[config.mk]
export PLATFORM = sky130hd
export DESIGN_NAME = dsp_ext_state
export DESIGN_NICKNAME = d
export VERILOG_FILES = /design/src/hw/dsp_ext_pkg.sv /design/src/hw/acc_bank.sv /design/src/hw/access_gate.sv /design/src/hw/dsp_ext_state.sv
export SDC_FILE = /design/constraint.sdc
export NUM_CORES = 1
export LEC_CHECK = 0
export ABC_AREA = 1
export BUFFER_PORTS_ARGS = -buffer_cell sky130_fd_sc_hd__buf_2
export CORE_ASPECT_RATIO = 1.2
export CORE_UTILIZATION = 55
export CTS_CLUSTER_SIZE = 20
export DETAILED_ROUTE_END_ITERATION = 16
export GPL_TIMING_DRIVEN = 0
export HOLD_SLACK_MARGIN = 0.1
export PLACE_DENSITY_LB_ADDON = 0.25
export RECOVER_POWER = 100
export SETUP_SLACK_MARGIN = 0.05
export SLEW_MARGIN = 20
export SYNTH_ARGS = -nofsm -noshare
export SYNTH_HDL_FRONTEND = slang
export SYNTH_SLANG_ARGS = --single-unit
export TNS_END_PERCENT = 1
[constraint.sdc]
create_clock -name mclk_i -period 2.6 [get_ports mclk_i]
set_clock_uncertainty 0.2 [all_clocks]
set_input_delay 0.26 -clock mclk_i [delete_from_list [all_inputs] [get_ports mclk_i]]
set_output_delay 0.26 -clock mclk_i [all_outputs]
set_load 0.02 [all_outputs]
[src/hw/dsp_ext_pkg.sv]
// constants and types shared by the extension state and control logic
// Behaviour
// - Three extra high/low accumulator pairs sit beside the base pair, picked by a two-bit field where zero is the base pair.
// - Control bits 31:28, 15 and 6 are reserved, written as zero by software and always read as zero.
// - A vector compare writes the flag field at 27:24 from its lowest bit, one bit per element, leaving higher bits alone.
// - The overflow/underflow flags at 23:16 are set by hardware and by the control write instruction, are sticky, and clear only through that write.
// - A saturating dot-product or multiply-accumulate overflow sets flag 16 to 19 after the destination pair zero to three.
// - Overflow in absolute-value, add, subtract and add-with-carry forms sets flag 20.
// - Overflow in the multiply forms sets flag 21.
// - Overflow in the precision-reducing pack and the left shifts sets flag 22.
// - Overflow in the accumulator word extracts sets flag 23.
// - Each positional extract rewrites the extract fail flag at bit 14, one when the position is below the size and zero otherwise.
// - The add-carry-out operation sets or clears the carry at bit 13, and the add-carry-in operation consumes it.
// - The variable insert takes its field width from the size field at 12:7.
// - The position field at 5:0 serves insert and extract, and the decrementing extracts lower it by the size on completion.
// - The low-to-high copy raises the position field by 32 after copying.
// - Two static bits report the extension present and its revision 2, both one when configured and zero otherwise.
// - With the access enable low, an extension operation or a move on pairs one to three raises a disabled exception, code 26, instead of executing.
package dsp_ext_pkg;

    // ==========================================================
    // control register layout
    localparam int POS_LSB = 0;
    localparam int POS_W = 6;
    localparam int SIZE_LSB = 7;
    localparam int SIZE_W = 6;
    localparam int CARRY_BIT = 13;
    localparam int FAIL_BIT = 14;
    localparam int FLAG_LSB = 16;
    localparam int FLAG_W = 8;
    localparam int CMP_LSB = 24;
    localparam int CMP_W = 4;

    // fixed flag positions within the flag field
    localparam int FLAG_ADD = 4;
    localparam int FLAG_MUL = 5;
    localparam int FLAG_SHIFT = 6;
    localparam int FLAG_EXTR = 7;

    // ==========================================================
    // reset values
    localparam logic [POS_W-1:0] POS_RST = 6'h00;
    localparam logic [SIZE_W-1:0] SIZE_RST = 6'h00;
    localparam logic CARRY_RST = 1'b0;
    localparam logic FAIL_RST = 1'b0;
    localparam logic [FLAG_W-1:0] FLAG_RST = 8'h00;
    localparam logic [CMP_W-1:0] CMP_RST = 4'h0;

    // ==========================================================
    // field mask bits of the control write instruction
    localparam int MASK_W = 6;
    localparam int MASK_POS = 0;
    localparam int MASK_SIZE = 1;
    localparam int MASK_CARRY = 2;
    localparam int MASK_FLAG = 3;
    localparam int MASK_CMP = 4;
    localparam int MASK_FAIL = 5;

    localparam logic [POS_W-1:0] POS_STEP = 6'h20;
    localparam logic [4:0] EXC_DISABLED = 5'h1A;

    typedef enum logic [3:0] {
        OP_NONE,
        OP_CTRL_WRITE,
        OP_CMP,
        OP_DOT_MAC,
        OP_ADD,
        OP_ADD_CARRY_OUT,
        OP_ADD_CARRY_IN,
        OP_MUL,
        OP_PACK_SHIFT,
        OP_EXTRACT_WORD,
        OP_POS_EXTRACT,
        OP_DEC_EXTRACT,
        OP_INSERT,
        OP_LOW_TO_HIGH,
        OP_OTHER
    } op_e;

endpackage

[src/hw/acc_bank.sv]
// storage for the base and extra high/low accumulator pairs
`timescale 1ns/1ns
module acc_bank
    import dsp_ext_pkg::*;
#(
    parameter int PAIRS = 4,
    parameter int W = 32
) (
    input wire logic mclk_i, // core clock
    input wire logic arst_n_i, // async reset, low
    input wire logic wr_i, // write one word
    input wire logic wr_hi_i, // 1 high word, 0 low word
    input wire logic [1:0] wr_sel_i, // pair written
    input wire logic [W-1:0] wr_data_i, // write data
    input wire logic copy_i, // copy low into high
    input wire logic [1:0] copy_sel_i, // pair copied
    input wire logic rd_i, // read request
    input wire logic [1:0] rd_sel_i, // pair read
    output logic [W-1:0] hi_o, // read high word
    output logic [W-1:0] lo_o // read low word
);

    if (PAIRS != 4) begin : g_chk
        $error("acc_bank needs four pairs for a two-bit select");
    end

    logic [W-1:0] hi_reg [PAIRS];
    logic [W-1:0] lo_reg [PAIRS];

    // ==========================================================
    // one pair per entry, zero is the base pair
    for (genvar p = 0; p < PAIRS; p++) begin : g_pair
        wire hit_wr = wr_i && (wr_sel_i == 2'(p));
        wire hit_cp = copy_i && (copy_sel_i == 2'(p));
        always_ff @(posedge mclk_i or negedge arst_n_i) begin
            if (!arst_n_i) begin
                hi_reg[p] <= '0;
                lo_reg[p] <= '0;
            end else begin
                if (hit_cp) begin
                    hi_reg[p] <= lo_reg[p];
                end else if (hit_wr && wr_hi_i) begin
                    hi_reg[p] <= wr_data_i;
                end
                if (hit_wr && !wr_hi_i) begin
                    lo_reg[p] <= wr_data_i;
                end
            end
        end
    end

    always_ff @(posedge mclk_i or negedge arst_n_i) begin
        if (!arst_n_i) begin
            hi_o <= '0;
            lo_o <= '0;
        end else if (rd_i) begin
            hi_o <= hi_reg[rd_sel_i];
            lo_o <= lo_reg[rd_sel_i];
        end
    end

endmodule

[src/hw/access_gate.sv]
// enable check for extension operations and extra accumulator moves
`timescale 1ns/1ns
module access_gate (
    input wire logic enable_i, // extension access enable
    input wire logic op_i, // extension operation offered
    input wire logic move_i, // accumulator move offered
    input wire logic [1:0] move_sel_i, // pair of the move
    output logic op_ok_o, // operation may execute
    output logic move_ok_o, // move may execute
    output logic fault_o // disabled-state exception wanted
);

    // the base pair stays reachable so plain code runs with the enable off
    wire extra_pair = move_sel_i != 2'h0;

    assign op_ok_o = op_i && enable_i;
    assign move_ok_o = move_i && (enable_i || !extra_pair);
    assign fault_o = !enable_i && (op_i || (move_i && extra_pair));

endmodule

[src/hw/dsp_ext_state.sv]
// extension control register, accumulator pairs and access gating
`timescale 1ns/1ns
module dsp_ext_state
    import dsp_ext_pkg::*;
#(
    parameter int DATA_W = 32,
    parameter int ACC_PAIRS = 4,
    parameter bit EXT_CONFIGURED = 1'b1
) (
    input wire logic mclk_i, // core clock
    input wire logic arst_n_i, // async reset, low
    input wire logic extension_access_enable_i, // status enable bit
    input wire logic op_valid_i, // extension op issued
    input wire op_e op_code_i, // op class
    input wire logic [1:0] acc_sel_i, // destination pair
    input wire logic ovf_i, // op overflowed/underflowed
    input wire logic [CMP_W-1:0] cmp_flags_i, // compare results
    input wire logic [2:0] elem_cnt_i, // compared elements
    input wire logic carry_i, // carry from add-carry-out
    input wire logic [SIZE_W-1:0] size_i, // extract size
    input wire logic [DATA_W-1:0] wr_data_i, // control write data
    input wire logic [MASK_W-1:0] wr_mask_i, // control write field mask
    input wire logic acc_wr_i, // accumulator move in
    input wire logic acc_wr_hi_i, // move targets high word
    input wire logic [1:0] acc_mv_sel_i, // pair of the move
    input wire logic [DATA_W-1:0] acc_wr_data_i, // move data
    input wire logic acc_rd_i, // accumulator move out
    output logic [DATA_W-1:0] extension_control_register_o, // control register
    output logic [DATA_W-1:0] acc_hi_o, // read high word
    output logic [DATA_W-1:0] acc_lo_o, // read low word
    output logic exc_o, // disabled exception pulse
    output logic [4:0] exc_code_o, // exception cause code
    output logic extension_present_bit_o, // static present
    output logic extension_rev2_present_bit_o // static revision 2
);

    if (DATA_W != 32 || ACC_PAIRS != 4) begin : g_chk
        $error("dsp_ext_state supports 32-bit data and four pairs only");
    end

    // ==========================================================
    // state
    logic [POS_W-1:0] pos_reg;
    logic [SIZE_W-1:0] size_reg;
    logic carry_reg;
    logic fail_reg;
    logic [FLAG_W-1:0] flag_reg;
    logic [CMP_W-1:0] cmp_reg;

    logic [POS_W-1:0] pos_next;
    logic [SIZE_W-1:0] size_next;
    logic carry_next;
    logic fail_next;
    logic [FLAG_W-1:0] flag_next;
    logic [CMP_W-1:0] cmp_next;

    // ==========================================================
    // gating
    wire op_req = op_valid_i && (op_code_i != OP_NONE);
    wire rd_req = acc_rd_i;
    logic op_ok;
    logic wr_ok;
    logic rd_ok;
    logic fault_op;
    logic fault_rd;

    access_gate u_gate_op (
        .enable_i(extension_access_enable_i),
        .op_i(op_req),
        .move_i(acc_wr_i),
        .move_sel_i(acc_mv_sel_i),
        .op_ok_o(op_ok),
        .move_ok_o(wr_ok),
        .fault_o(fault_op)
    );

    access_gate u_gate_rd (
        .enable_i(extension_access_enable_i),
        .op_i(1'b0),
        .move_i(rd_req),
        .move_sel_i(acc_mv_sel_i),
        .op_ok_o(),
        .move_ok_o(rd_ok),
        .fault_o(fault_rd)
    );

    wire fault = fault_op || fault_rd;

    // ==========================================================
    // decode
    wire is_wr = op_ok && (op_code_i == OP_CTRL_WRITE);
    wire is_cmp = op_ok && (op_code_i == OP_CMP);
    wire is_mac = op_ok && (op_code_i == OP_DOT_MAC);
    wire is_add = op_ok && (op_code_i == OP_ADD || op_code_i == OP_ADD_CARRY_IN);
    wire is_cout = op_ok && (op_code_i == OP_ADD_CARRY_OUT);
    wire is_mul = op_ok && (op_code_i == OP_MUL);
    wire is_shift = op_ok && (op_code_i == OP_PACK_SHIFT);
    wire is_extr = op_ok && (op_code_i == OP_EXTRACT_WORD);
    wire is_dec = op_ok && (op_code_i == OP_DEC_EXTRACT);
    wire is_pext = is_dec || (op_ok && op_code_i == OP_POS_EXTRACT);
    wire is_copy = op_ok && (op_code_i == OP_LOW_TO_HIGH);
    wire extract_fail = pos_reg < size_i;

    wire wr_pos = is_wr && wr_mask_i[MASK_POS];
    wire wr_size = is_wr && wr_mask_i[MASK_SIZE];
    wire wr_carry = is_wr && wr_mask_i[MASK_CARRY];
    wire wr_flag = is_wr && wr_mask_i[MASK_FLAG];
    wire wr_cmp = is_wr && wr_mask_i[MASK_CMP];
    wire wr_fail = is_wr && wr_mask_i[MASK_FAIL];

    // ==========================================================
    // next values
    assign pos_next = wr_pos ? wr_data_i[POS_LSB +: POS_W] :
        (is_dec && !extract_fail) ? pos_reg - size_i :
        is_copy ? pos_reg + POS_STEP :
        pos_reg;

    // software is the only writer; the insert datapath reads it from the output
    assign size_next = wr_size ? wr_data_i[SIZE_LSB +: SIZE_W] : size_reg;

    // carry-in ops leave the bit for the next chained add
    assign carry_next = wr_carry ? wr_data_i[CARRY_BIT] :
        is_cout ? carry_i :
        carry_reg;

    assign fail_next = wr_fail ? wr_data_i[FAIL_BIT] :
        is_pext ? extract_fail :
        fail_reg;

    wire [FLAG_W-1:0] flag_set;
    wire [3:0] mac_bit = 4'h1 << acc_sel_i;
    assign flag_set[3:0] = (is_mac && ovf_i) ? mac_bit : 4'h0;
    assign flag_set[FLAG_ADD] = is_add && ovf_i;
    assign flag_set[FLAG_MUL] = is_mul && ovf_i;
    assign flag_set[FLAG_SHIFT] = is_shift && ovf_i;
    assign flag_set[FLAG_EXTR] = is_extr && ovf_i;

    // a flag raised in the clearing cycle survives the clear
    wire [FLAG_W-1:0] flag_base = wr_flag ? wr_data_i[FLAG_LSB +: FLAG_W] : flag_reg;
    assign flag_next = flag_base | flag_set;

    for (genvar i = 0; i < CMP_W; i++) begin : g_cmp
        wire take = is_cmp && (3'(i) < elem_cnt_i);
        assign cmp_next[i] = wr_cmp ? wr_data_i[CMP_LSB + i] :
            take ? cmp_flags_i[i] :
            cmp_reg[i];
    end

    // ==========================================================
    // registers
    always_ff @(posedge mclk_i or negedge arst_n_i) begin
        if (!arst_n_i) begin
            pos_reg <= POS_RST;
            size_reg <= SIZE_RST;
            carry_reg <= CARRY_RST;
            fail_reg <= FAIL_RST;
            flag_reg <= FLAG_RST;
            cmp_reg <= CMP_RST;
        end else begin
            pos_reg <= pos_next;
            size_reg <= size_next;
            carry_reg <= carry_next;
            fail_reg <= fail_next;
            flag_reg <= flag_next;
            cmp_reg <= cmp_next;
        end
    end

    // reserved bits are constant zero
    wire [DATA_W-1:0] ctrl_next = {4'h0, cmp_next, flag_next, 1'b0, fail_next,
        carry_next, size_next, 1'b0, pos_next};

    always_ff @(posedge mclk_i or negedge arst_n_i) begin
        if (!arst_n_i) begin
            extension_control_register_o <= '0;
            exc_o <= 1'b0;
            exc_code_o <= 5'h00;
            extension_present_bit_o <= EXT_CONFIGURED;
            extension_rev2_present_bit_o <= EXT_CONFIGURED;
        end else begin
            extension_control_register_o <= ctrl_next;
            exc_o <= fault;
            exc_code_o <= fault ? EXC_DISABLED : 5'h00;
            extension_present_bit_o <= EXT_CONFIGURED;
            extension_rev2_present_bit_o <= EXT_CONFIGURED;
        end
    end

    // ==========================================================
    // accumulators
    acc_bank #(
        .PAIRS(ACC_PAIRS),
        .W(DATA_W)
    ) u_acc (
        .mclk_i(mclk_i),
        .arst_n_i(arst_n_i),
        .wr_i(wr_ok),
        .wr_hi_i(acc_wr_hi_i),
        .wr_sel_i(acc_mv_sel_i),
        .wr_data_i(acc_wr_data_i),
        .copy_i(is_copy),
        .copy_sel_i(acc_sel_i),
        .rd_i(rd_ok),
        .rd_sel_i(acc_mv_sel_i),
        .hi_o(acc_hi_o),
        .lo_o(acc_lo_o)
    );

    // ==========================================================
    // checks
    wire [DATA_W-1:0] ctrl = extension_control_register_o;
endmodule

==> results.txt <==
----------------------------------------------------
[Critical path]
  Reg2Reg Depth ... 10
  Kind of capture point of the worst setup path ... flop
  Endpoint of the lowest-slack register-to-register path ... extension_control_register_o[14]
  Worst endpoint data arrival time ... 2.70 ns
  CP Data Required Time ... 2.80 ns
  Crit Path Max Fanout ... 10
  Reg-to-reg slack, setup ... 0.17 ns
  Setup Crit Path Kind ... primary input to flop
  Startpoint of the worst register-to-register path ... pos_reg[0]
  Crit start category ... primary input

[Min path]
  Number of instances on the worst hold path ... 4
  Min-Delay Startpoint ... acc_wr_i
  Path type of the worst min-delay path ... primary input to flop
  Sink of the worst hold path ... u_acc.hi_reg[108]

[Power]
  Power share of the combinational group ... 0.210
  Seq pwr share ... 0.464
  Power density relative to cell area ... 827 nW/um2
  Worst IR drop on VDD ... 0.614 mV
  Switching portion of total power ... 0.314
  Internal portion of total power ... 0.0112 W
  Clk pwr share ... 0.326
  Switching power total ... 0.00514 W
  Static leakage power ... 9.34 nW

[Clocking]
  CTS H-tree lvls ... 2
  Clock insertion delay at the later pin of the skew report ... 0.54 ns
  Clock-pin slew on the worst setup and hold paths ... 0.07 ns
  TritonCTS clock tree ... done
  Clk Tree Root Cell ... sky130_fd_sc_hd__clkbuf_16
  Total CTS buffers ... 35
  Maximum buffer depth of the clock tree ... 3
  Post-CTS repair timing setup buffer count ... 0
  CTS Sinks ... 347

[Die]
  Number of I/O pins ... 204
  Starting density of the core ... 0.561
  Height of the chip ... 190 um
  Core box area ... 28800 um2
  Die area ... 30100 um2
  FP Rows ... 68
  Die Span X ... 159 um

[STA]
  # setup viols final ... 0
  Total Neg Setup Slack ... 0 ns
  Setup repair after global routing missed its margin ... yes
  Slew margin rel. ... 0.168
  Final period demand of the worst path ... 2.50 ns
  Worst Max-Slew Pin Slew ... 1.25 ns
  Highest achievable clock rate ... 400 MHz
  Final Hold Vio Count ... 0
  Period Utilization, post-route ... 0.962
  Final Slew Violations ... 0

[Logic synthesis]
  Number of warnings reported in the yosys synthesis log ... 0
  Fraction of the yosys area taken by sequential cells ... 0.537
  Flip-flop and latch count after synthesis ... 347
  Post-synth cell types ... 28
  Post-synthesis cell type with the largest combined area ... sky130_fd_sc_hd__dfrtp_1
  Post-synthesis cell count ... 1904
  Cell types occupying the most area after synthesis ... sky130_fd_sc_hd__dfrtp_1 (54%), sky130_fd_sc_hd__nand2_1 (12%), sky130_fd_sc_hd__nand3_1 (12%), sky130_fd_sc_hd__mux2_2 (4.8%), sky130_fd_sc_hd__a21oi_1 (3.0%)
  Portion of synthesized cell area occupied by the leading cell type ... 0.537
  Mean Syn Cell Area ... 8.49 um2
  Post-synthesis cell area ... 16200 um2

[Routing]
  DR vias ... 15800
  Router iterations before antenna repair ... 8
  WL final ... 54600 um
  DRC Markers ... 0
  Number of violations reported at the end of detailed-routing iteration 0 ... 1931
  Residual antenna-violating net count after detailed routing ... 0
  Detailed-route vias per instance ... 5.94
  Wire length per cell ... 20.6 um

[GRT]
  Initial antenna violation count ... 2
  Pin count of the biggest net entering global routing ... 99
  Via count of the first global-routing pass ... 15700
  Final global-route overflow total ... 0
  Combined global-route utilization of all metal layers ... 0.375
  First-pass GRT wire length ... 84700 um

[Outcome]
  Run status ... finished, final reports clean

[Place]
  Final Wtd Congestion ... 0.938
  Count of port buffers added during placement ... 186
  Final HPWL DP ... 35900 um

[Layout]
  Layout cells sized above 1 ... 0.141
  Commonest cells after routing, fill and taps aside ... sky130_fd_sc_hd__nand2_1 (532), sky130_fd_sc_hd__nand3_1 (391), sky130_fd_sc_hd__dfrtp_1 (347)
  Leading cell type in the layout, fill and taps excluded ... sky130_fd_sc_hd__nand2_1
  Number of nets in the finished design ... 2347
  Area overhead of the layout relative to synthesis ... 22.4%
  Utilization of the core after routing ... 0.686
  Number of filler instances in the final layout ... 2305

[Job]
  Maximum capacitance violations ... 0

----------------------------------------------------
## cells in the mapped netlist (all sizes together)
cell type / instances
o21ai: 37
conb: 2
nand4: 67
o21bai: 1
fa: 1
mux2: 69
clkbuf: 38
ha: 6
inv: 79
xor2: 2
a211oi: 1
or2: 3
a21o: 1
nor2: 127
nor3: 4
dfrtp: 347
a21oi: 97
nand2: 532
nand3: 391
buf: 96
o311ai: 1
o211ai: 2
## cells by family (layout without fill, tap and decap cells)
kind of cell	count (synthesis)	in the layout	share of synthesized area
simple gates	1124	1124	0.306
flops	347	347	0.537
buf+inv	213	568	0.0575
compound gates	140	140	0.0443
mux	69	69	0.0481
fa+ha+maj	7	7	0.00588
other cells	2	11	0.000465
xor+xnor	2	2	0.00108
## final cells by class
cell class,instances,area [um2],area share
clock inverter,14,188,0.00949
timing repair buffer,291,1890,0.0954
buffer,134,637,0.0322
inverter,79,297,0.0150
antenna,1,2.50,0.000126
clock buffer,50,1020,0.0517
sequential,347,8680,0.439
tap,385,482,0.0243
multi-input combinational,1352,6590,0.333
## through the flow
step / worst slack [ns] / hold WS, ns / cells / cell area [um2] / total power, W
after detailed placement: 0.158 / 0.132 / 2486 / 17700 / 0.0110
after global routing: -0.0453 / 0.172 / 2653 / 19800 / 0.0171
after global placement: -5.55 / 0.266 / 2483 / 17600 / 0.0108
after CTS: 0.0786 / 0.105 / 2652 / 19900 / 0.0164
final: 0.0984 / 0.132 / 2653 / 19800 / 0.0164
after floorplan: 0.545 / -0.236 / 1912 / 16200 / 0.00962
## worst max-delay path, stage by stage
cell	delay, ns
sky130_fd_sc_hd__dlygate4sd3_1	0.54
sky130_fd_sc_hd__buf_2	0.11
sky130_fd_sc_hd__inv_1	0.03
sky130_fd_sc_hd__nor2_1	0.13
sky130_fd_sc_hd__clkbuf_1	0.76
sky130_fd_sc_hd__buf_2	0.49
sky130_fd_sc_hd__mux2_2	0.38
## per-layer routing
layer  GRT usage  part of all wire  vias up
met3      0.0825              0.11      254
met4       0.229             0.060        2
met5           0           0.00024        -
met2       0.593              0.47     1064
met1       0.467              0.36     7434
li1            -                 -     7000
## worst max-delay path by stage
stage	startpoint	to	slack [ns]	depth (start not counted)
6_report	acc_rd_i	u_acc.lo_o[12]	0.1	7
5_1_grt	acc_sel_i[0]	u_acc.hi_reg[120]	-0.05	9
4_1_cts	pos_reg[0]	extension_control_register_o[14]	0.08	10
3_5_place_dp	acc_mv_sel_i[0]	u_acc.lo_reg[122]	0.16	7
3_3_place_gp	arst_n_i	u_acc.lo_o[22]	-5.55	1
2_1_floorplan	pos_reg[0]	pos_reg[1]	0.55	11
## power by group through the flow
stage	Clock [W]	Combinational, W	Sequential, W
after detailed placement	0	0.00333	0.00763
after global routing	0.00557	0.00381	0.00773
after floorplan	0	0.00173	0.00789
final	0.00533	0.00344	0.00759
after global placement	0	0.00321	0.00758
after CTS	0.00537	0.00352	0.00754
## repair_timing
item,4_1_cts,5_1_grt
hold buffers,102,0
endpoints found under the hold margin,390,0
gates resized for setup,0,13
setup endpoints to repair,0,36
Power figures use the tool's default switching activity.
